**src/verilog/stack_pkg.sv**
```systemverilog
// shared constants and types for stack wake-up and addressing logic
package stack_pkg;

   // ***********************************************
   // widths
   // ***********************************************
   localparam int GPIO_N = 6;
   localparam int ADDR_W = 6;
   localparam int TMR_W = 13;
   localparam int TONE_W = 6;
   localparam int DET_W = 6;

   // ***********************************************
   // timing, in ns, and derived cycle counts
   // ***********************************************
   localparam int CLK_NS = 100;
   localparam int T_POR_WKRDY_NS = 100000;
   localparam int T_TONE_NS = 10000;
   localparam int T_RESUME_SETUP_NS = 200000;
   localparam int T_RELOAD_SETUP_NS = 400000;
   localparam int T_RX_LOW_NS = 100000;

   // least time rounded up to whole cycles, never below one
   function automatic logic [TMR_W-1:0] least_cyc(input int ns);
      int c;
      c = (ns + CLK_NS - 1) / CLK_NS;
      if (c < 1)
      begin
         c = 1;
      end
      return c[TMR_W-1:0];
   endfunction

   localparam logic [TMR_W-1:0] CYC_POR = least_cyc(T_POR_WKRDY_NS);
   localparam logic [TMR_W-1:0] CYC_TONE = least_cyc(T_TONE_NS);
   localparam logic [TMR_W-1:0] CYC_RESUME = least_cyc(T_RESUME_SETUP_NS);
   localparam logic [TMR_W-1:0] CYC_RELOAD = least_cyc(T_RELOAD_SETUP_NS);
   localparam logic [TMR_W-1:0] CYC_RX_LOW = least_cyc(T_RX_LOW_NS);

   // ***********************************************
   // tone counts and reset values
   // ***********************************************
   localparam logic [DET_W-1:0] WAKE_DET_N = 6'h04;
   localparam logic [DET_W-1:0] RESUME_DET_N = 6'h03;
   localparam logic [TONE_W-1:0] WAKE_TONES = 6'h01;
   localparam logic [TONE_W-1:0] RESUME_TONES_MAX = 6'h28;
   localparam logic [ADDR_W-1:0] ADDR_RST = 6'h00;

   typedef enum logic [2:0] {
      M_POWER_UP,
      M_SHUTDOWN,
      M_RELOAD,
      M_RESUME,
      M_ACTIVE,
      M_SLEEP
   } mode_t;

   typedef enum logic {
      TONE_WAKE,
      TONE_RESUME
   } tone_t;

endpackage

```
**src/verilog/tmr_if.sv**
```systemverilog
// carrier between a controller and a one-shot cycle timer
`timescale 1ns/1ps
interface tmr_if;
   logic load;
   logic [stack_pkg::TMR_W-1:0] cycles;
   logic done;
   logic busy;
   modport ctl (output load, output cycles, input done, input busy);
   modport timer (input load, input cycles, output done, output busy);
endinterface

```
**src/verilog/stack_wake_addr.sv**
```systemverilog
// stack wake-up sequencing, tone relay and device address assignment
`timescale 1ns/1ps
// Function
// - each pin has own address select bit
// - pin index equals address status bit
// - address-selected pin forced to input
// - pin mode needs source one plus enable
// - pin mode samples enabled pins into address
// - unselected pins read as zero
// - enable self-clears, address then refuses writes
// - later pin reuse keeps captured address
// - reference on, shutdown, regulator after delay
// - wake enables cores, active, sends tone
// - wake from sleep resets stack registers
// - wake from sleep reloads, reload setup time
// - resume command keeps register contents
// - resume sends tone, next detects count
// - at most forty resume tones sent
// - base sends one-period tone after release
// - source zero enables frame auto addressing
module stack_wake_addr
(
   input logic ref_clk,
   input logic rst_b,
   input logic [stack_pkg::GPIO_N-1:0] gpio_in,
   input logic [stack_pkg::GPIO_N-1:0] addr_input_select,
   input logic [stack_pkg::GPIO_N-1:0] gpio_func_drive,
   output logic [stack_pkg::GPIO_N-1:0] gpio_oe,
   input logic addr_source_select,
   input logic addr_write_enable_set,
   output logic addr_write_enable,
   input logic [stack_pkg::ADDR_W-1:0] stored_address_nonvolatile,
   output logic [stack_pkg::ADDR_W-1:0] device_address_status,
   input logic frame_valid,
   input logic [stack_pkg::ADDR_W-1:0] frame_address,
   output logic frame_block,
   input logic wake_in_b,
   input logic rx_in,
   input logic wake_tone_rx,
   input logic resume_tone_rx,
   input logic sleep_req,
   input logic shutdown_req,
   output logic always_on_reference,
   output logic regulator_output,
   output logic analog_core_regulator,
   output logic digital_core_regulator,
   output logic active,
   output logic reg_reload,
   output logic wake_tone_tx,
   output logic resume_tone_tx
);
   // ***********************************************
   // state
   // ***********************************************
   typedef struct packed {
      stack_pkg::mode_t fsm;
      logic aor;
      logic por_go;
      logic [stack_pkg::ADDR_W-1:0] addr;
      logic wr_en;
      logic pin_phase;
      logic reload;
      logic wake_low;
      logic [stack_pkg::TMR_W-1:0] rx_cnt;
      stack_pkg::tone_t kind;
      logic [stack_pkg::TONE_W-1:0] tone_left;
      logic tone_on;
      logic gap;
   } top_st_t;

   top_st_t s_ff;
   top_st_t nxt_s;
   logic wake_evt;
   logic resume_evt;
   logic wake_hit;
   logic resume_hit;
   logic listen;

   tmr_if setup_t ();
   tmr_if tone_t ();

   cycle_timer u_setup_tmr
   (
      .ref_clk(ref_clk),
      .rst_b(rst_b),
      .t(setup_t.timer)
   );

   cycle_timer u_tone_tmr
   (
      .ref_clk(ref_clk),
      .rst_b(rst_b),
      .t(tone_t.timer)
   );

   // ***********************************************
   // tone detectors: wake armed only while asleep or off, resume only while asleep
   // ***********************************************
   assign listen = (s_ff.fsm == stack_pkg::M_SHUTDOWN) ||
                   (s_ff.fsm == stack_pkg::M_SLEEP);

   tone_det u_wake_det
   (
      .ref_clk(ref_clk),
      .rst_b(rst_b),
      .arm(listen),
      .tone_in(wake_tone_rx),
      .need(stack_pkg::WAKE_DET_N),
      .hit(wake_hit)
   );

   tone_det u_resume_det
   (
      .ref_clk(ref_clk),
      .rst_b(rst_b),
      .arm(s_ff.fsm == stack_pkg::M_SLEEP),
      .tone_in(resume_tone_rx),
      .need(stack_pkg::RESUME_DET_N),
      .hit(resume_hit)
   );

   // ***********************************************
   // outputs
   // ***********************************************
   assign gpio_oe = gpio_func_drive & ~addr_input_select;
   assign frame_block = s_ff.wr_en & ~addr_source_select;
   assign addr_write_enable = s_ff.wr_en;
   assign device_address_status = s_ff.addr;
   assign always_on_reference = s_ff.aor;
   assign regulator_output = (s_ff.fsm != stack_pkg::M_POWER_UP);
   assign analog_core_regulator = (s_ff.fsm == stack_pkg::M_RELOAD) ||
                                  (s_ff.fsm == stack_pkg::M_RESUME) ||
                                  (s_ff.fsm == stack_pkg::M_ACTIVE);
   assign digital_core_regulator = analog_core_regulator;
   assign active = (s_ff.fsm == stack_pkg::M_ACTIVE);
   assign reg_reload = s_ff.reload;
   assign wake_tone_tx = s_ff.tone_on && (s_ff.kind == stack_pkg::TONE_WAKE);
   assign resume_tone_tx = s_ff.tone_on &&
                           (s_ff.kind == stack_pkg::TONE_RESUME);

   // ***********************************************
   // next state
   // ***********************************************
   always_comb
   begin
      nxt_s = s_ff;
      setup_t.load = 1'b0;
      setup_t.cycles = stack_pkg::CYC_POR;
      tone_t.load = 1'b0;
      tone_t.cycles = stack_pkg::CYC_TONE;
      nxt_s.aor = 1'b1;
      nxt_s.reload = 1'b0;
      nxt_s.wake_low = ~wake_in_b;
      // base wakes on release of its pin, stack members on tones
      wake_evt = (s_ff.wake_low & wake_in_b) | wake_hit;
      resume_evt = (s_ff.rx_cnt == stack_pkg::CYC_RX_LOW) | resume_hit;
      if ((s_ff.fsm != stack_pkg::M_SLEEP) || rx_in)
         nxt_s.rx_cnt = '0;
      else if (s_ff.rx_cnt != stack_pkg::CYC_RX_LOW)
         nxt_s.rx_cnt = s_ff.rx_cnt + 13'h0001;

      // tone high phase and gap each last one tone period
      if (tone_t.done)
      begin
         if (s_ff.tone_on)
         begin
            nxt_s.tone_on = 1'b0;
            nxt_s.tone_left = s_ff.tone_left - 6'h01;
            if (s_ff.tone_left > 6'h01)
            begin
               nxt_s.gap = 1'b1;
               tone_t.load = 1'b1;
            end
         end
         else if (s_ff.gap)
         begin
            nxt_s.gap = 1'b0;
            nxt_s.tone_on = 1'b1;
            tone_t.load = 1'b1;
         end
      end

      case (s_ff.fsm)
         stack_pkg::M_POWER_UP:
         begin
            if (s_ff.aor && !s_ff.por_go)
            begin
               nxt_s.por_go = 1'b1;
               setup_t.load = 1'b1;
            end
            else if (setup_t.done)
            begin
               nxt_s.fsm = stack_pkg::M_SHUTDOWN;
               nxt_s.reload = 1'b1;
            end
         end
         stack_pkg::M_SHUTDOWN, stack_pkg::M_SLEEP:
         begin
            if (wake_evt)
            begin
               nxt_s.fsm = stack_pkg::M_RELOAD;
               nxt_s.reload = 1'b1;
               setup_t.load = 1'b1;
               setup_t.cycles = stack_pkg::CYC_RELOAD;
            end
            else if (resume_evt && (s_ff.fsm == stack_pkg::M_SLEEP))
            begin
               nxt_s.fsm = stack_pkg::M_RESUME;
               setup_t.load = 1'b1;
               setup_t.cycles = stack_pkg::CYC_RESUME;
            end
         end
         stack_pkg::M_RELOAD, stack_pkg::M_RESUME:
         begin
            if (setup_t.done)
            begin
               nxt_s.fsm = stack_pkg::M_ACTIVE;
               nxt_s.tone_on = 1'b1;
               nxt_s.gap = 1'b0;
               tone_t.load = 1'b1;
               if (s_ff.fsm == stack_pkg::M_RELOAD)
               begin
                  nxt_s.kind = stack_pkg::TONE_WAKE;
                  nxt_s.tone_left = stack_pkg::WAKE_TONES;
               end
               else
               begin
                  nxt_s.kind = stack_pkg::TONE_RESUME;
                  nxt_s.tone_left = stack_pkg::RESUME_TONES_MAX;
               end
            end
         end
         stack_pkg::M_ACTIVE:
         begin
            if (shutdown_req)
               nxt_s.fsm = stack_pkg::M_SHUTDOWN;
            else if (sleep_req)
               nxt_s.fsm = stack_pkg::M_SLEEP;
         end
         default:
            nxt_s.fsm = stack_pkg::M_POWER_UP;
      endcase

      // address assignment
      nxt_s.pin_phase = s_ff.wr_en & addr_source_select & ~s_ff.pin_phase;
      if (s_ff.pin_phase)
      begin
         nxt_s.addr = gpio_in & addr_input_select;
         nxt_s.wr_en = 1'b0;
      end
      else if (s_ff.wr_en && !addr_source_select && frame_valid)
      begin
         nxt_s.addr = frame_address;
         nxt_s.wr_en = 1'b0;
      end
      if (addr_write_enable_set)
         nxt_s.wr_en = 1'b1;
      if (s_ff.reload)
      begin
         nxt_s.addr = stored_address_nonvolatile;
         nxt_s.wr_en = 1'b0;
         nxt_s.pin_phase = 1'b0;
      end
   end

   always_ff @(posedge ref_clk or negedge rst_b)
   begin
      if (!rst_b)
         s_ff <= '0;
      else
         s_ff <= nxt_s;
   end
endmodule

```
**src/verilog/cycle_timer.sv**
```systemverilog
// one-shot down counter, done pulses in the last counted cycle
`timescale 1ns/1ps
module cycle_timer
(
   input logic ref_clk,
   input logic rst_b,
   tmr_if.timer t
);
   typedef struct packed {
      logic [stack_pkg::TMR_W-1:0] cnt;
      logic busy;
   } tmr_st_t;

   tmr_st_t s_ff;
   tmr_st_t nxt_s;

   assign t.busy = s_ff.busy;
   assign t.done = s_ff.busy && (s_ff.cnt == 13'h0001);

   always_comb
   begin
      nxt_s = s_ff;
      if (t.load)
      begin
         nxt_s.cnt = t.cycles;
         nxt_s.busy = 1'b1;
      end
      else if (s_ff.busy)
      begin
         nxt_s.cnt = s_ff.cnt - 13'h0001;
         nxt_s.busy = (s_ff.cnt != 13'h0001);
      end
   end

   always_ff @(posedge ref_clk or negedge rst_b)
   begin
      if (!rst_b)
         s_ff <= '0;
      else
         s_ff <= nxt_s;
   end
endmodule

```
**src/verilog/tone_det.sv**
```systemverilog
// counts received tones while armed, flags when the count is reached
`timescale 1ns/1ps
module tone_det
(
   input logic ref_clk,
   input logic rst_b,
   input logic arm,
   input logic tone_in,
   input logic [stack_pkg::DET_W-1:0] need,
   output logic hit
);
   typedef struct packed {
      logic [stack_pkg::DET_W-1:0] cnt;
   } det_st_t;

   det_st_t s_ff;
   det_st_t nxt_s;

   assign hit = arm && (s_ff.cnt >= need);

   always_comb
   begin
      nxt_s = s_ff;
      if (!arm)
         nxt_s.cnt = '0;
      else if (tone_in && (s_ff.cnt < need))
         nxt_s.cnt = s_ff.cnt + 6'h01;
   end

   always_ff @(posedge ref_clk or negedge rst_b)
   begin
      if (!rst_b)
         s_ff <= '0;
      else
         s_ff <= nxt_s;
   end
endmodule

```
**config.mk**
```make
export PLATFORM = sky130hd
export DESIGN_NAME = stack_wake_addr
export DESIGN_NICKNAME = d
export VERILOG_FILES = /design/src/verilog/stack_pkg.sv /design/src/verilog/tmr_if.sv /design/src/verilog/stack_wake_addr.sv /design/src/verilog/cycle_timer.sv /design/src/verilog/tone_det.sv
export SDC_FILE = /design/constraint.sdc
export NUM_CORES = 1
export LEC_CHECK = 0
export BUFFER_PORTS_ARGS = -buffer_cell sky130_fd_sc_hd__buf_2
export CAP_MARGIN = 40
export CORE_MARGIN = 2
export CORE_UTILIZATION = 52
export DETAILED_ROUTE_END_ITERATION = 7
export HOLD_SLACK_MARGIN = 0.02
export MAX_ROUTING_LAYER = met4
export PLACE_DENSITY = 0.78
export SETUP_SLACK_MARGIN = 0.3
export SLEW_MARGIN = 20
export SYNTH_ARGS = -nofsm -noshare
export SYNTH_HDL_FRONTEND = slang
export SYNTH_HIERARCHICAL = 1
export SYNTH_SLANG_ARGS = --single-unit
```
**constraint.sdc**
```tcl
create_clock -name ref_clk -period 3 [get_ports ref_clk]
set_input_delay 0.6 -clock ref_clk [delete_from_list [all_inputs] [get_ports ref_clk]]
set_output_delay 0.6 -clock ref_clk [all_outputs]
set_load 0.01 [all_outputs]
```
==> metrics.cfg, run 1 <==
[timing]
rsz0062_at_grt=yes
slew_violations=0
skew_ns=0.0109
clock.fmax_ghz=0.381
post-route-period-util_pct=87.6
final_hold_viol_count=0
slew_headroom_pct=52.8
finalSetupViolations=0
setup-tns-final_ns=0
post-route-min-period_ns=2.63
worstMarginPinSlew_ns=0.698

[clock_tree]
cts_root_buf=clkbuf_8
h-tree-depth=3
cts_hold_buf=0
clk_path_buf_depth=2
numCtsBuffers=9
clock-sinks=77
cts_setup_buffers=0
clock_latency_ns=0.35
cts_tree=yes
cts.clk_slew.worst_paths_ns=0.08

[synthesis]
ys_warn_count=6
synth-seq-area-share_pct=40.4
synthTopCellsByArea=dfrtp_1, ha_1, nand2_1
yosysMostFrequentCell=dfrtp_1
yosys.area.top_type=dfrtp_1
synth_common_cells=dfrtp_1, nand2_1, nor2_1
synth_area_um2=4760
netlist_instances=517
async_reset_ff_share_pct=100
yosys_register_bits=77
synth_edf_count=0
post-synth-top-area-fraction_pct=40.4
synth_cell_type_count=60
synthFlopType=dfrtp_1
syn_avg_cell_area_um2=9.22

[drt]
routed_wl_mm=10.2
drc=0
drtIter0Drc=221
postRouteAntennaNets=0
first_pass_iters=5
routed_via_density=5.55
vias=3963
drt-wirelength-per-cell_um=14.3

[grt]
grt_max_degree=52
antenna_found_initial=0
grt-ovfl-total=0
grt_pass1_vias=3866
grtUsageTotal_pct=22.3
grt_pass1_wl_mm=17.4

[worst_setup_path]
criticalPathCategory=flip-flop to flip-flop
critPathCaptureType=flip-flop
required_ns=3.24
r2r_end=u_tone_tmr/s_ff[4]
r2r_start=u_setup_tmr/s_ff[8]
crit_path_start_kind=flip-flop
arrival_ns=2.87
critPathMaxFanout=16
r2r_cells=8
rrSetupSlack_ns=0.37

[die]
rows=34
die_area_um2=9940
start_util_pct=54.1
design.core.area_um2=8810
dieHeight_um=99.7
io_pins=63
die_x_um=99.7

[run_status]
status=complete, no violations

[hold_path]
worstHoldPathType=input port to async pin

[cells_and_area]
num_antenna_cells=0
fin_nets=664
syn2layout_area_growth_pct=16.3
final_cell_area_um2=5540
drive_above_1_share_pct=21.0

[power]
ir_drop_mv=0.313
finalPower_mw=3.25
p_leak_nw=2.48
p_per_area_nw_per_um2=586

[placed_design]
port_buffers=62
dpl_cell_area_um2=5250
dp_hpwl_mm=7.31
routabilityCongestion=0.880

[flow_run]
drv_cap=0

## placed cells by master, fill, tap and decap left out, types with 10 or more instances in the layout
cell type and n:
o21ai_0 20, nand2_1 51, nand2b_1 12, nand3_1 15, xor2_1 12, xnor2_1 10
or4_1 12, a31oi_1 15, and3_1 10, inv_1 35, a21oi_1 15, buf_2 61
o31ai_1 12, nor2_1 37, conb_1 33, ha_1 22, dfrtp_1 77
## state kept, by name, summed over array words and instances (netlist names)
register and cells:
addr_write_enable 1, always_on_reference 1, device_address_status 6, reg_reload 1, s_ff 28, u_resume_det/s_ff 6, u_setup_tmr/s_ff 13, u_setup_tmr/t.busy 1
u_tone_tmr/s_ff 13, u_tone_tmr/t.busy 1, u_wake_det/s_ff 6
## stage by stage
stage	cells	utilization, %	hold slack [ns]	setup WS [ns]
after global routing	714	62.9	0.168	0.256
after floorplan	548	-	0.304	0.346
after CTS	714	62.7	0.166	0.304
after global placement	697	59.3	0.428	0.346
after detailed placement	698	59.6	0.435	0.247
final	714	62.9	0.159	0.372
## how the worst max path moves through the flow
stage | cells after the start | endpoint | slack [ns] | startpoint
after floorplan | 11 | u_tone_tmr/s_ff[10] | 0.35 | u_tone_tmr/s_ff[4]
after global placement | 11 | u_setup_tmr/s_ff[4] | 0.35 | u_wake_det/s_ff[5]
after detailed placement | 11 | u_setup_tmr/s_ff[4] | 0.25 | u_wake_det/s_ff[5]
after CTS | 11 | u_setup_tmr/s_ff[9] | 0.30 | u_wake_det/s_ff[5]
after global routing | 10 | u_tone_tmr/s_ff[4] | 0.26 | u_setup_tmr/s_ff[2]
final | 8 | u_tone_tmr/s_ff[4] | 0.37 | u_setup_tmr/s_ff[8]
## timing repair
action	CTS	global route
endpoints found under the hold margin	0	0
resized for setup	2	7
pin swaps	0	1
endpoints found under the setup margin	3	13
## worst max-delay path: stages (launching register included)
cell and delay (ns):
dfrtp_1 0.44, or4_4 0.57, or3_1 0.47, nor2_4 0.15, nand3_1 0.12, nand2_1 0.12, buf_4 0.21, nor2b_1 0.07
a221o_2 0.35
## report_power, final
part / total (mW) / internal, mW / switching [mW]
combinational: 0.804 / 0.386 / 0.417
sequential: 1.42 / 1.21 / 0.210
clock: 1.02 / 0.634 / 0.391
## kinds of logic (layout without fill, tap and decap cells)
kind of cell               after synthesis  count (layout)  share of synthesized area (%)
other                                    2              33                          0.158
AOI/OAI and AO/OA                      101             101                           14.4
xor gates and xnor gates                22              22                           4.04
and+or+nand+nor                        212             212                           25.3
adders and majority gates               22              22                           5.78
buffers and inverters                   65             123                           6.28
DFF                                     77              77                           40.4
muxes                                   16              16                           3.55
## area by class of cell
class | instances | area [um^2]
fill | 749 | 3260
multi-input combinational | 406 | 2680
sequential | 77 | 1930
timing repair buffer | 71 | 400
clock inverter | 7 | 138
inverter | 36 | 135
tap | 108 | 135
clock buffer | 9 | 124
## routing by layer
layer  part of all wire (%)  global-route usage, %
met4                    1.7                   6.64
met3                    4.9                   4.43
met1                     43                   27.3
met2                     50                   37.3
met5                      0                      -
(Power assumes the default switching activity.)
==> run 2: changes to the inputs <==
BUFFER_PORTS_ARGS = default   (was -buffer_cell sky130_fd_sc_hd__buf_2)
DONT_BUFFER_PORTS = 1   (was default)
PLACE_DENSITY = 0.67   (was 0.78)
==> run 2 against run 1 <==
Against the previous run: core utilization down 3.6 points; wire length down 4.4%; global-route usage down 1.2 points; non-clock buffer count down 59; largest power group unchanged; sequential share of layout area up 2.1 points; cell area down 5.7%.
==> metrics.cfg, run 2 (synthesized netlist as in run 1, its figures left out) <==
[run_status]
status=complete, no violations

[placed_design]
routabilityCongestion=0.908
dp_hpwl_mm=7.01
dp_slack_ns=0.246
port_buffers=0

[worst_setup_path]
critPathCaptureType=flip-flop
required_ns=3.21
max_stage_delay_ns=0.46
path_cells=inv_1 > ha_1 > or4b_1 > or3_1 > nor2_2 > nand3_1 > nand2_2 > inv_1 > buf_4 > nor2_1 > a31oi_1
critPathMaxFanout=10
r2r_start=u_setup_tmr/s_ff[2]
crit_path_start_kind=flip-flop
crit_path_frequent_cell=inv_1
cp_slowest_cell=or4b_1
cp-startpoint=u_setup_tmr/s_ff[2]
arrival_ns=2.76
criticalPathCategory=flip-flop to flip-flop

[timing]
final_hold_viol_count=0
post-route-min-period_ns=2.55
clock.fmax_ghz=0.393
final.setup.worst_slack_ns=0.454
worstMarginPinSlew_ns=0.758
finalSetupViolations=0
post-route-period-util_pct=84.9
skew_ns=0.00919
slew_violations=0
rsz0062_at_grt=no
slew_headroom_pct=48.8
setup-tns-final_ns=0

[clock_tree]
cts_tree=yes
clock_latency_ns=0.34
clk_path_buf_depth=2
numCtsBuffers=9
clock-sinks=77
cts.clk_slew.worst_paths_ns=0.08
cts_root_buf=clkbuf_8
h-tree-depth=3

[drt]
drtIter0Drc=176
vias=3687
routed_wl_mm=9.76
drc=0
postRouteAntennaNets=0
first_pass_iters=4
drt-wirelength-per-cell_um=14.9
routed_via_density=5.64

[power]
seqPwrFrac_pct=46.8
clockPowerShare_pct=29.9
p_sw_share_pct=31.9
power.switching_mw=0.981
p_leak_nw=2.22
ir_drop_mv=0.409
p_int_mw=2.10
p_per_area_nw_per_um2=589
power_frac_comb_pct=23.3

[grt]
grtUsageTotal_pct=21.1
grt_pass1_wl_mm=16.4
grt-ovfl-total=0
grt_max_degree=78
antenna_found_initial=0
grt_pass1_vias=3506

[cells_and_area]
fill_cells=766
syn2layout_area_growth_pct=9.69
top_register=s_ff
multi_input_area_um2=2690
final-seq-area_um2=1930
fin_nets=605
num_antenna_cells=0
final_common_cell=dfrtp_1
final_cell_mix=dfrtp_1, nand2_1, nor2_1
top_regs=s_ff x28, u_setup_tmr/s_ff x13, u_tone_tmr/s_ff x13
largest_reg_flops=28
drive_above_1_share_pct=12.3

[hold_path]
worstHoldPathType=input port to async pin

[die]
io_pins=63
start_util_pct=54.1
dieHeight_um=99.7
die_x_um=99.7
die_area_um2=9940
rows=34
design.core.area_um2=8810

[flow_run]
drv_cap=0

-- run 2: changes by cell type in the layout (fill, tap and decap cells not counted), sizes merged --
cell	change
buf	-59
bufinv	-1
clkbuf	+1
clkinvlp	-1
-- run 2: routing by layer --
layer  up-vias  share of wire (%)  track usage (%)
met4         0                1.0             7.17
met2        94                 47             33.4
met1      1720                 48             27.6
met3         8                4.1             3.58
li1       1865                  -                -
met5         -                  0                -
-- run 2: path summary, 6_finish.rpt --
path                                              to  slack [ns]  depth (start not counted)
min in group ref_clk                        s_ff[22]        0.31                          1
worst min-delay path            u_setup_tmr/s_ff[13]        0.16                          1
worst min register to register              s_ff[32]        0.45                          1
worst max-delay path             u_tone_tmr/s_ff[10]        0.45                         11
worst max register to register   u_tone_tmr/s_ff[10]        0.45                         11
max in group asynchronous       u_resume_det/s_ff[5]        2.55                          1
-- run 2: what timing repair did --
action / 4_1_cts / 5_1_grt
endpoints found under the hold margin: 77 / 0
setup endpoints to repair: 3 / 13
hold buffers: 1 / 0
resized for setup: 3 / 8
pin swaps: 0 / 1
setup buffers: 0 / 0
-- run 2: area by class of cell --
| type | count | area share [%] |
|---|---|---|
| multi-input cells | 406 | 51.4 |
| flip-flops and latches | 77 | 36.9 |
| inverters | 36 | 2.59 |
| well taps | 108 | 2.59 |
| clock buffers | 10 | 2.44 |
| repair buffers | 12 | 2.18 |
| clock inverters | 5 | 1.92 |
-- run 2: metrics by stage --
stage	util, %	instances	total power [mW]	area (um^2)	hold WS, ns
2_1_floorplan	-	548	2.02	4880	0.304
3_3_place_gp	56.0	638	2.11	4930	0.306
3_5_place_dp	56.0	638	2.14	4930	0.306
4_1_cts	59.0	654	3.09	5200	0.161
5_1_grt	59.3	654	3.27	5230	0.174
6_report	59.3	654	3.08	5230	0.160
-- run 2: power by group through the flow --
| stage | Combinational (mW) | Clock, mW | Sequential (mW) |
|---|---|---|---|
| 2_1_floorplan | 0.667 | 0 | 1.36 |
| 3_3_place_gp | 0.670 | 0 | 1.44 |
| 3_5_place_dp | 0.686 | 0 | 1.45 |
| 4_1_cts | 0.714 | 0.942 | 1.43 |
| 5_1_grt | 0.813 | 0.991 | 1.46 |
| 6_report | 0.718 | 0.920 | 1.44 |
-- run 2: worst max-delay path: cells and delay by family (launching register included) --
family / cells / cell delay, ns
compound gates: 1 / 0.05
fa+ha+maj: 1 / 0.13
buf+inv: 3 / 0.39
flops: 1 / 0.41
simple gates: 6 / 1.45
==> run 3: changes to the inputs <==
ABC_AREA = 1   (was default)
PLACE_DENSITY = 0.7   (was 0.67)
clock period = 2.2 ns   (was 3 ns; I/O delays follow)
==> run 3 against run 2 <==
Against the previous run: the flow now finishes with violations (hold timing, setup timing); critical path depth up 7; area after synthesis rose by 9.2%; combinational power grew to 3.7 times the previous value; wire length grew 25%; register-to-register slack got worse by 0.51 ns; die area increased by 8.8%; global-route usage up 1.6 points; first-iteration DRC count up 1.7%; cell count increased by 44%; clock power is 16% higher; flip-flop and latch count is the same; largest cell class unchanged; highest routed layer unchanged.
==> metrics.cfg, run 3 <==
[die]
die_area_um2=10800
dieHeight_um=104
die_x_um=104
io_pins=63
rows=36
design.core.area_um2=9730
start_util_pct=53.5

[timing]
post-route-min-period_ns=2.25
skew_ns=0.0152
rsz0062_at_grt=yes
finalSetupViolations=13
setup-tns-final_ns=-0.363
clock.fmax_ghz=0.444
slew_violations=0
hold_slack_ns=-0.237
worstMarginPinSlew_ns=0.547
final.setup.worst_slack_ns=-0.0539
post-route-period-util_pct=102
slew_headroom_pct=63.2
final_hold_viol_count=77

[run_status]
violations=hold timing, setup timing
status=finished with violations

[cells_and_area]
largest_reg_flops=28
multi_input_area_um2=3210
final-seq-area_um2=1930
syn2layout_area_growth_pct=27.8
fin_util_pct=68.4
fin_nets=868
top_regs=s_ff x28, u_setup_tmr/s_ff x13, u_tone_tmr/s_ff x13
final_cell_mix=nand2_1, inv_1, dfrtp_1
top_register=s_ff
drive_above_1_share_pct=30.0
final_common_cell=nand2_1
fill_cells=759

[synthesis]
yosys_register_bits=77
netlist_instances=700
yosys.area.top_type=dfrtp_1
synth_area_um2=5200
synth_edf_count=0
async_reset_ff_share_pct=100
ys_warn_count=6
post-synth-top-area-fraction_pct=37.0
synth-seq-area-share_pct=37.0
yosysMostFrequentCell=nand2_1
synthFlopType=dfrtp_1
synthTopCellsByArea=dfrtp_1, nand2_1, inv_1
synth_cell_type_count=42
synth_common_cells=nand2_1, inv_1, dfrtp_1
syn_avg_cell_area_um2=7.43

[power]
p_per_area_nw_per_um2=886
p_leak_nw=3.40
finalPower_mw=5.90
power_frac_comb_pct=45.1
clockPowerShare_pct=18.1
ir_drop_mv=0.785
power.switching_mw=2.49
seqPwrFrac_pct=36.8
p_int_mw=3.41
p_sw_share_pct=42.2

[drt]
drtIter0Drc=179
drt-wirelength-per-cell_um=13.0
postRouteAntennaNets=0
routed_via_density=5.16
routed_wl_mm=12.2
first_pass_iters=4
drc=0
vias=4869

[worst_setup_path]
r2r_start=u_resume_det/s_ff[5]
critPathCaptureType=flip-flop
critPathMaxFanout=5
cp-endpoint=u_setup_tmr/s_ff[6]
crit_path_start_kind=flip-flop
r2r_cells=18
cp-startpoint=u_resume_det/s_ff[5]
criticalPathCategory=flip-flop to flip-flop
r2r_end=u_setup_tmr/s_ff[6]
arrival_ns=2.53
required_ns=2.48
rrSetupSlack_ns=-0.05

[placed_design]
port_buffers=0
routabilityCongestion=0.826
dp_hpwl_mm=8.10

[grt]
grtUsageTotal_pct=22.7
grt-ovfl-total=0
grt_pass1_wl_mm=19.9
grt_max_degree=78
grt_pass1_vias=4723
antenna_found_initial=1

[clock_tree]
cts_root_buf=clkbuf_8
numCtsBuffers=9
cts_tree=yes
h-tree-depth=3
clock-sinks=77
clock_latency_ns=0.36
clk_path_buf_depth=2
cts.clk_slew.worst_paths_ns=0.09

[hold_path]
worstHoldPathType=input port to async pin

[flow_run]
drv_cap=0

run 3: routing by layer:
layer	global-route usage, %	up-vias	part of all wire (%)
met5	-	-	0
met4	6.56	0	1.7
met3	4.39	23	4.6
met2	39.7	135	50
met1	26.6	2287	43
li1	-	2424	-
run 3: power by group through the flow:
stage | logic, mW | clock network [mW] | registers, mW
global placement | 2.09 | 0 | 2.15
floorplan | 1.72 | 0 | 2.12
CTS | 2.46 | 1.09 | 2.15
global route | 2.95 | 1.14 | 2.21
detailed placement | 2.17 | 0 | 2.17
finish | 2.66 | 1.07 | 2.17
run 3: logic make-up (layout without fill, tap and decap cells):
kind of cell / after synthesis / after routing / share of synthesized area (%)
compound gates: 78 / 78 / 9.50
xor+xnor: 15 / 15 / 2.53
fa+ha+maj: 22 / 22 / 5.29
buf+inv: 136 / 215 / 11.2
flops: 77 / 77 / 37.0
other cells: 2 / 34 / 0.144
simple gates: 370 / 370 / 34.3
run 3: worst min path at each step:
| stage | start | endpoint | slack (ns) | cells after the start |
|---|---|---|---|---|
| after floorplan | rst_b | addr_write_enable | 0.14 | 0 |
| after global placement | rst_b | u_tone_tmr/t.busy | 0.15 | 0 |
| after detailed placement | rst_b | u_tone_tmr/s_ff[1] | 0.15 | 0 |
| after CTS | rst_b | u_tone_tmr/s_ff[1] | -0.24 | 0 |
| after global routing | rst_b | u_tone_tmr/s_ff[1] | -0.25 | 0 |
| final | rst_b | addr_write_enable | -0.24 | 0 |
run 3: critical path, cell delays in order, from the launching register on:
cell	delay [ns]
dfrtp_1	0.36
ha_1	0.27
nand2_2	0.11
inv_1	0.05
nand2_2	0.08
nand2_2	0.06
nor2_4	0.11
nand2_1	0.06
nand2_1	0.05
inv_1	0.04
inv_1	0.05
nand2_1	0.06
nand2_2	0.08
nand2_2	0.06
or2_4	0.29
nor2_4	0.16
buf_6	0.14
nand2_1	0.05
o21ai_1	0.11
run 3: stage by stage:
step,area [um^2],setup WS [ns],cells
5_1_grt,6650,-0.226,944
4_1_cts,6380,-0.0370,933
6_report,6650,-0.0539,944
3_3_place_gp,5760,-0.0893,893
3_5_place_dp,5760,-0.145,893
2_1_floorplan,5390,-0.103,731
run 3: area by class of cell:
type | count | area share, %
Timing Repair inverter | 1 | 0.169
Inverter | 116 | 7.04
Clock buffer | 10 | 1.92
Sequential cell | 77 | 29.0
Multi-Input combinational cell | 518 | 48.3
Antenna cell | 1 | 0.0376
Timing Repair Buffer | 82 | 10.2
Clock inverter | 6 | 0.959
Tap cell | 133 | 2.50
run 3: repair_timing:
item                                    4_1_cts  5_1_grt
setup buffers                                22       10
endpoints found under the setup margin       35       39
endpoints found under the hold margin        77       77
gates resized for setup                      64       56
gates cloned                                  2        0
pin swaps                                    23       29
